## config.mk

```make
export PLATFORM = sky130hd
export DESIGN_NAME = tsu_top
export DESIGN_NICKNAME = d
export VERILOG_FILES = /design/src/hw/tsu_pkg.sv /design/src/hw/tsu_top.sv
export SDC_FILE = /design/constraint.sdc
export NUM_CORES = 1
export LEC_CHECK = 0
export BUFFER_PORTS_ARGS = -buffer_cell sky130_fd_sc_hd__clkbuf_2
export CAP_MARGIN = 25
export CORE_UTILIZATION = 55
export CTS_BUF_LIST = sky130_fd_sc_hd__clkbuf_8
export CTS_CLUSTER_SIZE = 8
export DETAILED_ROUTE_END_ITERATION = 8
export PLACE_DENSITY = 0.76
export SLEW_MARGIN = 30
export SYNTH_ARGS = -nofsm -noshare
export SYNTH_HDL_FRONTEND = slang
export SYNTH_SLANG_ARGS = --single-unit
```

## constraint.sdc

```tcl
create_clock -name hclk -period 7.4 [get_ports hclk]
set_input_delay 1.11 -clock hclk [delete_from_list [all_inputs] [get_ports hclk]]
set_output_delay 1.11 -clock hclk [all_outputs]
set_load 0.1 [all_outputs]
```

## src/hw/tsu_pkg.sv

```systemverilog
package tsu_pkg;
  // ----------------------------------------
  // Data path shape
  // ----------------------------------------
  localparam int NSAMP = 4;
  localparam int SW = 16;
  localparam int NPXI = 3;
  localparam int NMLV = 4;
  localparam int NBP = 7;
  // ----------------------------------------
  // Register byte addresses
  // ----------------------------------------
  localparam logic [7:0] A_CTRL = 8'h00;
  localparam logic [7:0] A_LEVEL = 8'h04;
  localparam logic [7:0] A_REARM = 8'h08;
  localparam logic [7:0] A_PERIOD = 8'h0C;
  localparam logic [7:0] A_FRAME = 8'h10;
  localparam logic [7:0] A_BPDIR = 8'h14;
  localparam logic [7:0] A_BPMASK = 8'h18;
  localparam logic [7:0] A_RECLEN = 8'h1C;
  localparam logic [7:0] A_STATUS = 8'h20;
  // ----------------------------------------
  // Control field positions
  // ----------------------------------------
  localparam int C_ARM = 0;
  localparam int C_LFALL = 1;
  localparam int C_LCHAN = 2;
  localparam int C_SRC = 3;
  localparam int C_FPFALL = 6;
  localparam int C_SYFALL = 7;
  localparam int C_OSRC = 8;
  localparam int C_OPORT = 10;
  localparam int C_OEN = 12;
  localparam int C_FEN = 13;
  // ----------------------------------------
  // Reset values
  // ----------------------------------------
  localparam logic [31:0] R_CTRL = 32'h0000_0000;
  localparam logic [15:0] R_LEVEL = 16'h1000;
  localparam logic [15:0] R_REARM = 16'h0800;
  localparam logic [31:0] R_PERIOD = 32'h0000_0400;
  localparam logic [15:0] R_FRAME = 16'h0010;
  localparam logic [15:0] R_RECLEN = 16'h0040;
  // ----------------------------------------
  // Selections
  // ----------------------------------------
  typedef enum logic [2:0] {
    TSU_SRC_LEVEL, TSU_SRC_INT, TSU_SRC_FRONT, TSU_SRC_SYNC, TSU_SRC_BP
  } tsu_src_t;
  typedef enum logic [1:0] {
    TSU_OSRC_EVENT, TSU_OSRC_ACCEPT, TSU_OSRC_INT, TSU_OSRC_LEVEL
  } tsu_osrc_t;
  typedef enum logic [1:0] {TSU_PORT_FRONT, TSU_PORT_PXI, TSU_PORT_MLV} tsu_port_t;
endpackage : tsu_pkg

```

## src/hw/tsu_top.sv

```systemverilog
`timescale 1ns/1ps
module tsu_top (
  input wire logic hclk,
  input wire logic hresetn,
  input wire logic hsel,
  input wire logic [31:0] haddr,
  input wire logic [1:0] htrans,
  input wire logic hwrite,
  input wire logic [2:0] hsize,
  input wire logic [31:0] hwdata,
  input wire logic hready,
  output logic [31:0] hrdata,
  output logic hreadyout,
  output logic hresp,
  input wire logic [tsu_pkg::NSAMP*tsu_pkg::SW-1:0] ch0_data,
  input wire logic [tsu_pkg::NSAMP*tsu_pkg::SW-1:0] ch1_data,
  input wire logic fp_front_panel_trigger_connector_i,
  output logic fp_front_panel_trigger_connector_o,
  output logic fp_front_panel_trigger_connector_oe,
  input wire logic sync_i,
  output logic sync_o,
  output logic sync_oe,
  input wire logic [tsu_pkg::NPXI-1:0] pxi_i,
  output logic [tsu_pkg::NPXI-1:0] pxi_o,
  output logic [tsu_pkg::NPXI-1:0] pxi_oe,
  input wire logic [tsu_pkg::NMLV-1:0] mlv_i,
  output logic [tsu_pkg::NMLV-1:0] mlv_o,
  output logic [tsu_pkg::NMLV-1:0] mlv_oe,
  output logic front_panel_trigger_connector_event,
  output logic front_panel_trigger_connector_accept,
  output logic [1:0] front_panel_trigger_connector_pos,
  output logic record_busy
);
  // ----------------------------------------
  // Helpers
  // ----------------------------------------
  function automatic logic past_thr(input logic signed [15:0] s,
                                    input logic signed [15:0] thr, input logic below);
    past_thr = below ? (s < thr) : (s > thr);
  endfunction : past_thr

  function automatic logic edge_hit(input logic cur, input logic prev, input logic fall);
    edge_hit = fall ? (!cur && prev) : (cur && !prev);
  endfunction : edge_hit

  // ----------------------------------------
  // Registers
  // ----------------------------------------
  logic [31:0] ctrl_reg;
  logic [15:0] level_reg, rearm_reg, frame_n_reg, reclen_reg;
  logic [31:0] period_reg;
  logic [tsu_pkg::NBP-1:0] bpdir_reg, bpmask_reg;
  logic wr_pend_reg;
  logic [7:0] wr_addr_reg;
  logic [31:0] hrdata_reg;

  wire armed = ctrl_reg[tsu_pkg::C_ARM];
  wire lfall = ctrl_reg[tsu_pkg::C_LFALL];
  wire [2:0] src_sel = ctrl_reg[tsu_pkg::C_SRC +: 3];
  wire [1:0] osrc_sel = ctrl_reg[tsu_pkg::C_OSRC +: 2];
  wire [1:0] port_sel = ctrl_reg[tsu_pkg::C_OPORT +: 2];
  wire out_en = ctrl_reg[tsu_pkg::C_OEN];

  // ----------------------------------------
  // Bus slave
  // ----------------------------------------
  wire addr_ph = hsel && hready && htrans[1];
  wire [7:0] a8 = haddr[7:0];
  logic [31:0] rd_mux;
  logic lvl_armed_reg, fp_prev_reg, sy_prev_reg, bp_prev_reg;
  logic [15:0] rec_cnt_reg, frame_cnt_reg;
  logic [31:0] int_acc_reg;
  logic [1:0] pos_reg;

  always_comb begin
    if (a8 == tsu_pkg::A_CTRL) rd_mux = ctrl_reg;
    else if (a8 == tsu_pkg::A_LEVEL) rd_mux = {16'h0000, level_reg};
    else if (a8 == tsu_pkg::A_REARM) rd_mux = {16'h0000, rearm_reg};
    else if (a8 == tsu_pkg::A_PERIOD) rd_mux = period_reg;
    else if (a8 == tsu_pkg::A_FRAME) rd_mux = {16'h0000, frame_n_reg};
    else if (a8 == tsu_pkg::A_BPDIR) rd_mux = {25'h0000000, bpdir_reg};
    else if (a8 == tsu_pkg::A_BPMASK) rd_mux = {25'h0000000, bpmask_reg};
    else if (a8 == tsu_pkg::A_RECLEN) rd_mux = {16'h0000, reclen_reg};
    else if (a8 == tsu_pkg::A_STATUS)
      rd_mux = {frame_cnt_reg, 11'h000, pos_reg, rec_cnt_reg != 16'h0000, lvl_armed_reg, armed};
    else rd_mux = 32'h0000_0000;
  end

  always_ff @(posedge hclk or negedge hresetn) begin
    if (!hresetn) begin
      wr_pend_reg <= 1'b0;
      wr_addr_reg <= 8'h00;
      hrdata_reg <= 32'h0000_0000;
    end else begin
      wr_pend_reg <= addr_ph && hwrite;
      if (addr_ph) wr_addr_reg <= a8;
      if (addr_ph && !hwrite) hrdata_reg <= rd_mux;
    end
  end

  always_ff @(posedge hclk or negedge hresetn) begin
    if (!hresetn) begin
      ctrl_reg <= tsu_pkg::R_CTRL;
      level_reg <= tsu_pkg::R_LEVEL;
      rearm_reg <= tsu_pkg::R_REARM;
      period_reg <= tsu_pkg::R_PERIOD;
      frame_n_reg <= tsu_pkg::R_FRAME;
      reclen_reg <= tsu_pkg::R_RECLEN;
      bpdir_reg <= 7'h00;
      bpmask_reg <= 7'h00;
    end else if (wr_pend_reg) begin
      if (wr_addr_reg == tsu_pkg::A_CTRL) ctrl_reg <= hwdata;
      else if (wr_addr_reg == tsu_pkg::A_LEVEL) level_reg <= hwdata[15:0];
      else if (wr_addr_reg == tsu_pkg::A_REARM) rearm_reg <= hwdata[15:0];
      else if (wr_addr_reg == tsu_pkg::A_PERIOD) period_reg <= hwdata;
      else if (wr_addr_reg == tsu_pkg::A_FRAME) frame_n_reg <= hwdata[15:0];
      else if (wr_addr_reg == tsu_pkg::A_BPDIR) bpdir_reg <= hwdata[6:0];
      else if (wr_addr_reg == tsu_pkg::A_BPMASK) bpmask_reg <= hwdata[6:0];
      else if (wr_addr_reg == tsu_pkg::A_RECLEN) reclen_reg <= hwdata[15:0];
    end
  end

  // ----------------------------------------
  // Level detector
  // ----------------------------------------
  logic [15:0] smp [tsu_pkg::NSAMP];
  genvar g;
  generate
    for (g = 0; g < tsu_pkg::NSAMP; g++) begin : g_smp
      assign smp[g] = ctrl_reg[tsu_pkg::C_LCHAN] ? ch1_data[g*tsu_pkg::SW +: tsu_pkg::SW]
                                                  : ch0_data[g*tsu_pkg::SW +: tsu_pkg::SW];
    end
  endgenerate

  logic lvl_fire, lvl_arm_next, rearm_seen;
  logic [1:0] lvl_pos;
  always_comb begin
    lvl_arm_next = lvl_armed_reg;
    lvl_fire = 1'b0;
    lvl_pos = 2'b00;
    rearm_seen = 1'b0;
    for (int i = 0; i < tsu_pkg::NSAMP; i++) begin
      if (!lvl_fire && lvl_arm_next && past_thr(smp[i], level_reg, lfall)) begin
        lvl_fire = 1'b1;
        lvl_pos = 2'(i);
        lvl_arm_next = 1'b0;
      end else if (!lvl_arm_next && past_thr(smp[i], rearm_reg, !lfall)) begin
        lvl_arm_next = 1'b1;
        if (!lvl_fire) rearm_seen = 1'b1;
      end
    end
  end

  // ----------------------------------------
  // Other sources
  // ----------------------------------------
  // sample-count period
  wire [31:0] acc_sum = int_acc_reg + 32'(tsu_pkg::NSAMP);
  wire [31:0] acc_rem = acc_sum - period_reg;
  wire int_fire = armed && (period_reg != 32'h0000_0000) && (acc_sum >= period_reg);
  wire fp_hit = edge_hit(fp_front_panel_trigger_connector_i, fp_prev_reg, ctrl_reg[tsu_pkg::C_FPFALL]);
  wire sy_hit = edge_hit(sync_i, sy_prev_reg, ctrl_reg[tsu_pkg::C_SYFALL]);
  wire bp_in = |({mlv_i, pxi_i} & bpmask_reg & ~bpdir_reg);
  wire bp_hit = bp_in && !bp_prev_reg;

  logic src_pulse;
  always_comb begin
    case (src_sel)
      tsu_pkg::TSU_SRC_LEVEL: src_pulse = lvl_fire;
      tsu_pkg::TSU_SRC_INT: src_pulse = int_fire;
      tsu_pkg::TSU_SRC_FRONT: src_pulse = fp_hit;
      tsu_pkg::TSU_SRC_SYNC: src_pulse = sy_hit;
      tsu_pkg::TSU_SRC_BP: src_pulse = bp_hit;
      default: src_pulse = 1'b0;
    endcase
  end

  wire event_w = armed && src_pulse;
  wire busy = rec_cnt_reg != 16'h0000;
  wire accept_w = event_w && !busy;
  wire [15:0] frame_inc = frame_cnt_reg + 16'h0001;
  wire frame_hit = event_w && (frame_inc >= frame_n_reg);

  logic out_pulse;
  always_comb begin
    case (osrc_sel)
      tsu_pkg::TSU_OSRC_EVENT: out_pulse = event_w;
      tsu_pkg::TSU_OSRC_ACCEPT: out_pulse = accept_w;
      tsu_pkg::TSU_OSRC_INT: out_pulse = int_fire;
      tsu_pkg::TSU_OSRC_LEVEL: out_pulse = lvl_fire;
      default: out_pulse = 1'b0;
    endcase
  end

  // ----------------------------------------
  // State
  // ----------------------------------------
  // single data clock
  always_ff @(posedge hclk or negedge hresetn) begin
    if (!hresetn) begin
      lvl_armed_reg <= 1'b0;
      fp_prev_reg <= 1'b0;
      sy_prev_reg <= 1'b0;
      bp_prev_reg <= 1'b0;
      int_acc_reg <= 32'h0000_0000;
      pos_reg <= 2'b00;
    end else begin
      lvl_armed_reg <= armed ? lvl_arm_next : 1'b0;
      fp_prev_reg <= fp_front_panel_trigger_connector_i;
      sy_prev_reg <= sync_i;
      bp_prev_reg <= bp_in;
      if (!armed) int_acc_reg <= 32'h0000_0000;
      // Drop the excess when the period shrinks
      else if (int_fire) int_acc_reg <= (acc_rem >= period_reg) ? 32'h0000_0000 : acc_rem;
      else int_acc_reg <= acc_sum;
      if (accept_w) pos_reg <= (src_sel == tsu_pkg::TSU_SRC_LEVEL) ? lvl_pos : 2'b00;
    end
  end

  always_ff @(posedge hclk or negedge hresetn) begin
    if (!hresetn) rec_cnt_reg <= 16'h0000;
    else if (accept_w) rec_cnt_reg <= (reclen_reg == 16'h0000) ? 16'h0001 : reclen_reg;
    else if (busy) rec_cnt_reg <= rec_cnt_reg - 16'h0001;
  end

  always_ff @(posedge hclk or negedge hresetn) begin
    if (!hresetn) frame_cnt_reg <= 16'h0000;
    else if (!armed) frame_cnt_reg <= 16'h0000;
    else if (frame_hit) frame_cnt_reg <= 16'h0000;
    else if (event_w) frame_cnt_reg <= frame_inc;
  end

  // ----------------------------------------
  // Outputs
  // ----------------------------------------
  wire front_sel = out_en && (port_sel == tsu_pkg::TSU_PORT_FRONT);
  always_ff @(posedge hclk or negedge hresetn) begin
    if (!hresetn) begin
      fp_front_panel_trigger_connector_o <= 1'b0;
      fp_front_panel_trigger_connector_oe <= 1'b0;
      pxi_o <= 3'h0;
      pxi_oe <= 3'h0;
      mlv_o <= 4'h0;
      mlv_oe <= 4'h0;
      sync_o <= 1'b0;
      sync_oe <= 1'b0;
    end else begin
      fp_front_panel_trigger_connector_o <= front_sel && out_pulse;
      fp_front_panel_trigger_connector_oe <= front_sel;
      pxi_o <= {3{out_en && port_sel == tsu_pkg::TSU_PORT_PXI && out_pulse}};
      pxi_oe <= bpdir_reg[2:0];
      mlv_o <= {4{out_en && port_sel == tsu_pkg::TSU_PORT_MLV && out_pulse}};
      mlv_oe <= bpdir_reg[6:3];
      sync_o <= ctrl_reg[tsu_pkg::C_FEN] && frame_hit;
      sync_oe <= ctrl_reg[tsu_pkg::C_FEN];
    end
  end

  always_ff @(posedge hclk or negedge hresetn) begin
    if (!hresetn) begin
      front_panel_trigger_connector_event <= 1'b0;
      front_panel_trigger_connector_accept <= 1'b0;
      front_panel_trigger_connector_pos <= 2'b00;
      record_busy <= 1'b0;
      hreadyout <= 1'b0;
      hresp <= 1'b0;
    end else begin
      front_panel_trigger_connector_event <= event_w;
      front_panel_trigger_connector_accept <= accept_w;
      front_panel_trigger_connector_pos <= (accept_w && src_sel == tsu_pkg::TSU_SRC_LEVEL) ? lvl_pos : front_panel_trigger_connector_pos;
      record_busy <= accept_w || (rec_cnt_reg > 16'h0001);
      hreadyout <= 1'b1;
      hresp <= 1'b0;
    end
  end
  assign hrdata = hrdata_reg;

  wire [15:0] fire_smp = smp[lvl_pos];
endmodule : tsu_top

```

# Word-level counts from Yosys, hierarchy flattened
# Cells that the tools add are included.
[totals]
elab_cells = 208
register_bits = 272
out_inout_bits = 57
[op_classes]
add_sub_neg = 4
n_mux = 51
eq_ne = 25
reduce_logical = 66
magnitude_cmp = 20
n_bitwise = 10
[ops]
columns = ["op", "count"]
rows = [
  ["$mux 32", 12],
  ["$mux 16", 10],
  ["$gt 16x16->1", 8],
  ["$lt 16x16->1", 8],
  ["$eq 8x5->1 const B", 8],
  ["$ge 32x32->1", 2],
  ["$logic_and 1x1->1", 33],
  ["$add 32x3->32 const B", 1],
  ["$eq 8x4->1 const B", 4],
  ["$reduce_bool 32->1", 1],
  ["$sub 32x32->32", 1],
  ["$mux 1", 24],
  ["$add 16x1->16 const B", 1],
  ["$eq 8x3->1 const B", 2],
  ["$ge 16x16->1", 1],
  ["$gt 16x1->1 const B", 1],
  ["$logic_not 16->1", 1],
  ["$logic_not 8->1", 2],
  ["$reduce_bool 16->1", 1],
  ["$sub 16x1->16 const B", 1],
  ["$and 7x7->7", 2],
  ["$logic_not 1->1", 14],
  ["$reduce_and 9->1", 1],
  ["$eq 8x6->1 const B", 1],
  ["other kinds (23)", 36],
]

# Depth between registers and ports, before layout
# Gate-level depths: netlist (run 1).
[logic_depth]
word_depth = 22
depth_mapped = 28
mapped_depth_nobuf = 27

# Worst setup path before layout (run 1)
# OpenSTA, ideal clock, no wires.
[synth_timing]
path_kind = "reg2reg"
startpoint = "register int_acc_reg[4]"
endpoint = "register int_acc_reg[0]"
path_buffers = 1
required_ns = 7.318
period_less_slack_ns = 4.887
setup_ns = 0.082
setup_slack_ns = 2.513
arrival_time_ns = 4.805
path_stages_with_launch = 27
cell_sequence = "dfrtp_1 > and3_1 > and3_1 > nand3_1 > nor2_1 > xor2_1 > ha_1 > a21oi_1 > o21ai_0 > a2111oi_2 > o31ai_1 > a21o_1 > a21o_1 > a21o_1 > a21oi_1 > xor2_1 > inv_1 > ha_1 > nand2_1 > nor2_1 > a2111oi_0 > nor2_1 > a211oi_1 > or3_1 > nand4b_1 > clkbuf_1 > o22ai_1"
[synth_via]
elab_chain_cells = 6
elab_cells_between_ends = 8
cone_classes = "2 x add/sub; 2 x order compare; 3 x mux; 1 x reduce/logical"
[synth_rtl]
columns = ["item", "line_no", "text"]
rows = [
  ["start, declared", "tsu_top.sv:72", "logic [31:0] int_acc_reg;"],
  ["start signal, assigned", "tsu_top.sv:214", "else if (int_fire) int_acc_reg <= (acc_rem >= period_reg) ? 32'h0000_0000 : acc_rem;"],
  ["start signal, assigned", "tsu_top.sv:215", "else int_acc_reg <= acc_sum;"],
  ["$add 32x3->32 (*)", "tsu_top.sv:158", "wire [31:0] acc_sum = int_acc_reg + 32'(tsu_pkg::NSAMP);"],
  ["$sub 32x32->32", "tsu_top.sv:159", "wire [31:0] acc_rem = acc_sum - period_reg;"],
  ["$ge 32x32->1", "tsu_top.sv:214", ""],
  ["$mux 32", "tsu_top.sv:214", ""],
  ["$mux 32 (*)", "tsu_top.sv:214", ""],
  ["$mux 32 (*)", "tsu_top.sv:212", "if (!armed) int_acc_reg <= 32'h0000_0000;"],
]
# Every way passes the cells marked *; elsewhere a longest branch is shown, timed or not.
# A chain may end at the register's enable or synchronous reset.

# Worst setup path in the final report (run 1)
[layout_timing]
startpoint = "register int_acc_reg[2]"
endpoint = "register int_acc_reg[15]"
# The elaborated chain is that of the path after synthesis.

==> flow_metrics.env, run 1 <==
export IMPL_fmax_mhz=169
export IMPL_powerDensity_nw_per_um2=184
export IMPL_initialDrtViolationCount=1435
export IMPL_syn2layout_area_growth_pct=13.2
export IMPL_place_inst=2606
export IMPL_maxCapViolCount=0
export IMPL_fin_cells=2688
export IMPL_rsz0062_at_grt="false"
export IMPL_layout_drive_gt1_share_pct=25.5
export IMPL_die_w_um=189
export IMPL_path_max_fanout=31
export IMPL_cts_inserted_buffers=44
export IMPL_critical_path_max_stage_delay_ns=0.64
export IMPL_hold_path_class="in2async"
export IMPL_tns_ns=0
export IMPL_gp_congestion=0.949
export IMPL_path_class="reg2reg"
export IMPL_layout_common_cells="dfrtp_1, clkbuf_2, ha_1"
export IMPL_crit_buf_inv=2
export IMPL_grt_overflow=0
export IMPL_yosysSeqAreaShare_pct=35.3
export IMPL_insertion_delay_ns=0.59
export IMPL_syn_inst=1966
export IMPL_leakage_nw=10.6
export IMPL_portBuffers=238
export IMPL_cp_common_cell="a21oi_1"
export IMPL_post_dp_hpwl_um=42800
export IMPL_ys_seq_elements=272
export IMPL_cts_htree_levels=2
export IMPL_synth_edf_count=0
export IMPL_post_cts_buffers=0
export IMPL_clockBufferDepth=3
export IMPL_ys_flop_type="dfrtp_1"
export IMPL_status="complete, no violations"
export IMPL_synth_cell_types=86
export IMPL_fin_crit_ns=5.92
export IMPL_clock_skew_ns=0.0290
export IMPL_drv_slew=0
export IMPL_ant_nets=0
export IMPL_final_fill_count=2904
export IMPL_final_common_cell="dfrtp_1"
export IMPL_yosysWarnings=0
export IMPL_start_util_pct=55.8
export IMPL_cts_tree="yes"
export IMPL_via_per_inst=6.18
export IMPL_worst_ep_arrival_time_ns=6.39
export IMPL_worstMarginPinSlew_ns=0.987
export IMPL_setup_viol=0
export IMPL_cts_sinks=272
export IMPL_max_vdd_ir_drop_uv=157
export IMPL_grt_pass1_vias=16400
export IMPL_grt_pass1_wl_um=88400
export IMPL_syn_avg_cell_area_um2=9.80
export IMPL_design_area_um2=21800
export IMPL_drt_wl_total_um=56200
export IMPL_core_area_um2=34500
export IMPL_netlist_area_um2=19300
export IMPL_num_vias=16600
export IMPL_dieArea_um2=35800
export IMPL_min_period_over_period_pct=80.0
export IMPL_cp_end_kind="flop"
export IMPL_post_dp_cell_area_um2=20900
export IMPL_ios=268
export IMPL_startpoint_type="flop"
export IMPL_rows=68
export IMPL_die_h_um=189
export IMPL_drc=0
export IMPL_cts_hold_fix_buffers=0
export IMPL_cts_root_buf="clkbuf_8"
export IMPL_timing_slew_headroom_pct=34.0
export IMPL_cpLargestDelayFamily="compound AO/OA/AOI/OAI gates"
export IMPL_gr_usage_all_layers_pct=31.6
export IMPL_antenna_found_initial=1
export IMPL_grt_max_degree=150
export IMPL_cp_required_ns=7.87
export IMPL_synth_fp_nets=2390
export IMPL_first_pass_iters=6
export IMPL_final_nets=2622
export IMPL_crit_path_top_delay_cell="o311ai_0"
export IMPL_async_flop_share_pct=100
export IMPL_wl_per_cell_um=20.9
export IMPL_cts_resized=0
export IMPL_cts_clk_slew_worst_paths_ns=0.06
export IMPL_hold_viol=0
[power by group]
group	internal [mW]	switching, mW	leakage (nW)
clock network	0.631	0.615	0.510
logic	0.439	0.616	6.69
registers	1.58	0.129	3.39
[Yosys cell counts, types with 36 or more instances]
cell / number / area share [%]
a21o_1: 43 / 1.7
nand4_1: 45 / 1.5
xnor2_1: 36 / 1.6
nand2b_1: 44 / 1.4
mux2_2: 210 / 12
xor2_1: 44 / 2.0
nand3_1: 37 / 0.96
a21oi_1: 89 / 2.3
inv_1: 143 / 2.8
dfrtp_1: 267 / 35
ha_1: 212 / 14
nand2_1: 141 / 2.7
clkbuf_1: 53 / 1.0
nor2_1: 84 / 1.6
o21ai_0: 122 / 3.2
[logic make-up after synthesis]
group / synth area share (%)
AO/OA/AOI/OAI: 16.4
XOR/XNOR: 3.63
buffers and inverters: 4.36
flip-flops: 35.3
adder cells (fa/ha/maj): 13.9
other: 0.0390
multiplexers: 12.9
AND/OR/NAND/NOR: 13.5
[final timing paths]
| kind | to | from | slack, ns | cells past startpoint |
|---|---|---|---|---|
| worst max-delay path | int_acc_reg[15] | int_acc_reg[2] | 1.48 | 25 |
| worst min-delay path | int_acc_reg[29] | hresetn | 0.40 | 1 |
| worst max register to register | int_acc_reg[15] | int_acc_reg[2] | 1.48 | 25 |
| worst min register to register | mlv_oe[3] | bpdir_reg[6] | 0.46 | 0 |
| max in group asynchronous | ctrl_reg[2] | hresetn | 5.41 | 3 |
| min in group hclk | mlv_oe[3] | bpdir_reg[6] | 0.46 | 0 |
[routing by layer]
metal | routed length, µm | vias up | part of all wire (%) | track usage, %
met2 | 25900 | 654 | 46 | 51.3
met3 | 4250 | 92 | 7.6 | 5.36
met4 | 1260 | 0 | 2.2 | 8.37
li1 | - | 7748 | - | -
met5 | 0 | - | 0 | 0
met1 | 24700 | 8125 | 44 | 43.5
[per-stage QoR]
stage	worst slack (ns)	utilization [%]	power [mW]	hold WS, ns
2_1_floorplan	2.51	-	2.42	0.381
3_5_place_dp	1.59	60.6	2.76	0.450
3_3_place_gp	1.77	60.6	2.72	0.449
6_report	1.48	63.1	4.01	0.399
5_1_grt	0.983	63.1	4.21	0.408
4_1_cts	1.57	63.0	4.01	0.470
[cell type report]
cell class / count / area, µm² / share of cell area [%]
clock buffer: 51 / 702 / 3.22
sequential: 272 / 6810 / 31.2
clock inverter: 29 / 130 / 0.597
tap: 455 / 569 / 2.61
antenna: 1 / 2.50 / 0.0115
timing repair buffer: 257 / 1380 / 6.31
inverter: 144 / 541 / 2.48
multi-input combinational: 1479 / 11700 / 53.5
[worst register-to-register path, delay by kind of cell, from the launching register on]
family / cells / cell delay (ns)
buf+inv: 2 / 0.31
compound gates: 12 / 3.10
fa+ha+maj: 3 / 0.88
flops: 1 / 0.43
simple gates: 6 / 0.65
xor+xnor: 2 / 0.45
(Power assumes the default switching activity.)
==> inputs of run 2 (changes only) <==
==> constraint.sdc (replaced) <==
create_clock -name hclk -period 5.65 [get_ports hclk]
set_input_delay 0.8475 -clock hclk [delete_from_list [all_inputs] [get_ports hclk]]
set_output_delay 0.8475 -clock hclk [all_outputs]
set_load 0.1 [all_outputs]
==> run 2 against run 1 <==
Hold slack worse by 0.25 ns. Critical path type unchanged. First-iteration DRC count rose by 8.6%. Critical path depth up 1. Via count increased by 1.1%. Largest cell class unchanged. Combinational power increased by 33%.
==> flow_metrics.env, run 2 (synthesis results as in run 1) <==
export IMPL_drv_slew=0
export IMPL_final_nets=2640
export IMPL_worstMarginPinSlew_ns=1.02
export IMPL_grt_pass1_wl_um=89500
export IMPL_worst_ep_arrival_time_ns=5.76
export IMPL_drc=0
export IMPL_final_common_cell="dfrtp_1"
export IMPL_first_pass_iters=6
export IMPL_finalWorstSetupSlack_ns=0.365
export IMPL_design_area_um2=22000
export IMPL_gr_usage_all_layers_pct=31.9
export IMPL_fmax_mhz=189
export IMPL_drt_wl_total_um=57000
export IMPL_wl_per_cell_um=21.1
export IMPL_cts_root_buf="clkbuf_8"
export IMPL_portBuffers=238
export IMPL_layout_drive_gt1_share_pct=26.5
export IMPL_grt_max_degree=95
export IMPL_start_util_pct=55.8
export IMPL_ios=268
export IMPL_place_inst=2620
export IMPL_grt_overflow=0
export IMPL_cts_inserted_buffers=44
export IMPL_insertion_delay_ns=0.58
export IMPL_die_w_um=189
export IMPL_path_max_fanout=32
export IMPL_seq_area_um2=6810
export IMPL_min_period_over_period_pct=93.5
export IMPL_cts_sinks=272
export IMPL_die_h_um=189
export IMPL_cts_clk_slew_worst_paths_ns=0.06
export IMPL_cp_required_ns=6.12
export IMPL_status="complete, no violations"
export IMPL_post_dp_hpwl_um=43600
export IMPL_hold_viol=0
export IMPL_setup_viol=0
export IMPL_cp_end_kind="flop"
export IMPL_clock_skew_ns=0.0220
export IMPL_fin_cells=2702
export IMPL_cts_htree_levels=2
export IMPL_maxCapViolCount=0
export IMPL_final_fill_count=2853
export IMPL_antenna_found_initial=2
export IMPL_hold_path_class="in2async"
export IMPL_layout_common_cells="dfrtp_1, clkbuf_2, ha_1"
export IMPL_syn2layout_area_growth_pct=14.4
export IMPL_ant_nets=0
export IMPL_startpoint_type="flop"
export IMPL_multiInputGateArea_um2=11700
export IMPL_tns_ns=0
export IMPL_num_vias=16800
export IMPL_path_class="reg2reg"
export IMPL_timing_slew_headroom_pct=31.7
export IMPL_cts_tree="yes"
export IMPL_post_dp_cell_area_um2=21100
export IMPL_post_place_ws_ns=0.126
export IMPL_core_area_um2=34500
export IMPL_initialDrtViolationCount=1558
export IMPL_p_total_mw=5.31
export IMPL_grt_pass1_vias=16700
export IMPL_rows=68
export IMPL_fin_crit_ns=5.28
export IMPL_rsz0062_at_grt="false"
export IMPL_clockBufferDepth=3
export IMPL_via_per_inst=6.22
export IMPL_leakage_nw=10.7
export IMPL_powerDensity_nw_per_um2=241
export IMPL_max_vdd_ir_drop_uv=241
export IMPL_dieArea_um2=35800
export IMPL_gp_congestion=0.954
[run 2: cell count changes in the layout (fill, tap and decap cells not counted), sizes merged]
cell / change
buf: +18
inv: -7
clkbuf: +4
clkinv: -2
diode: +2
clkinvlp: -1
[run 2: final timing paths]
| check | startpoint | end | cells after the start | slack, ns |
|---|---|---|---|---|
| setup reg to reg | int_acc_reg[2] | int_acc_reg[27] | 26 | 0.37 |
| setup / recovery | int_acc_reg[2] | int_acc_reg[27] | 26 | 0.37 |
| min in group hclk | sync_i | sy_prev_reg | 1 | 0.40 |
| hold / removal | hresetn | int_acc_reg[30] | 1 | 0.15 |
| hold reg to reg | hrdata[18] | hrdata[18] | 2 | 0.48 |
| max in group asynchronous | hresetn | ctrl_reg[2] | 4 | 4.08 |
[run 2: cell type report]
| class | count | share of cell area [%] |
|---|---|---|
| multi-input combinational | 1479 | 53.2 |
| sequential | 272 | 30.9 |
| timing repair buffer | 275 | 7.00 |
| clock buffer | 55 | 3.43 |
| tap | 455 | 2.58 |
| inverter | 144 | 2.45 |
| clock inverter | 19 | 0.403 |
| antenna | 3 | 0.0341 |
[run 2: critical path, cell delays in order (launching register included)]
cell and delay [ns]:
dfrtp_1 0.44, ha_1 0.26, nand3_1 0.19, nor2_4 0.18
nand2_1 0.09, xnor2_1 0.18, ha_1 0.37, nand4_1 0.18
o21bai_1 0.22, and2_1 0.21, o31ai_4 0.32, a31oi_1 0.18
o21a_1 0.26, o21ai_0 0.22, xnor2_1 0.18, inv_1 0.07
ha_1 0.29, a21oi_1 0.13, nor2b_1 0.06, o21ai_0 0.16
nand2b_1 0.07, a21oi_1 0.14, nor2b_1 0.06, o21ai_0 0.16
nand4b_1 0.18, buf_12 0.20, o21ai_0 0.19
[run 2: metal layers]
metal / part of all wire, % / track usage [%] / routed length (µm) / up-vias
li1: - / - / - / 7770
met1: 44 / 44.1 / 24900 / 8175
met2: 45 / 50.9 / 25800 / 724
met3: 7.8 / 5.12 / 4420 / 130
met4: 3.2 / 10.9 / 1810 / 0
met5: 0 / 0 / 0 / -
[run 2: what timing repair did]
action / in CTS / in global routing
gates resized for setup: 0 / 16
setup buffers: 0 / 5
hold buffers: 0 / 0
endpoints found under the setup margin: 0 / 32
[run 2: stage by stage]
stage                     util, %  hold slack (ns)
after floorplan                 -            0.381
after global placement       60.9            0.454
after detailed placement     61.1            0.451
after CTS                    63.5            0.134
after global routing         63.8            0.162
final                        63.8            0.153
[run 2: power by group]
group          leakage [nW]  internal [mW]  switching [mW]  total, mW
Combinational          6.80          0.587           0.817       1.40
Clock                 0.495          0.875           0.797       1.67
Sequential             3.39           2.07           0.165       2.23
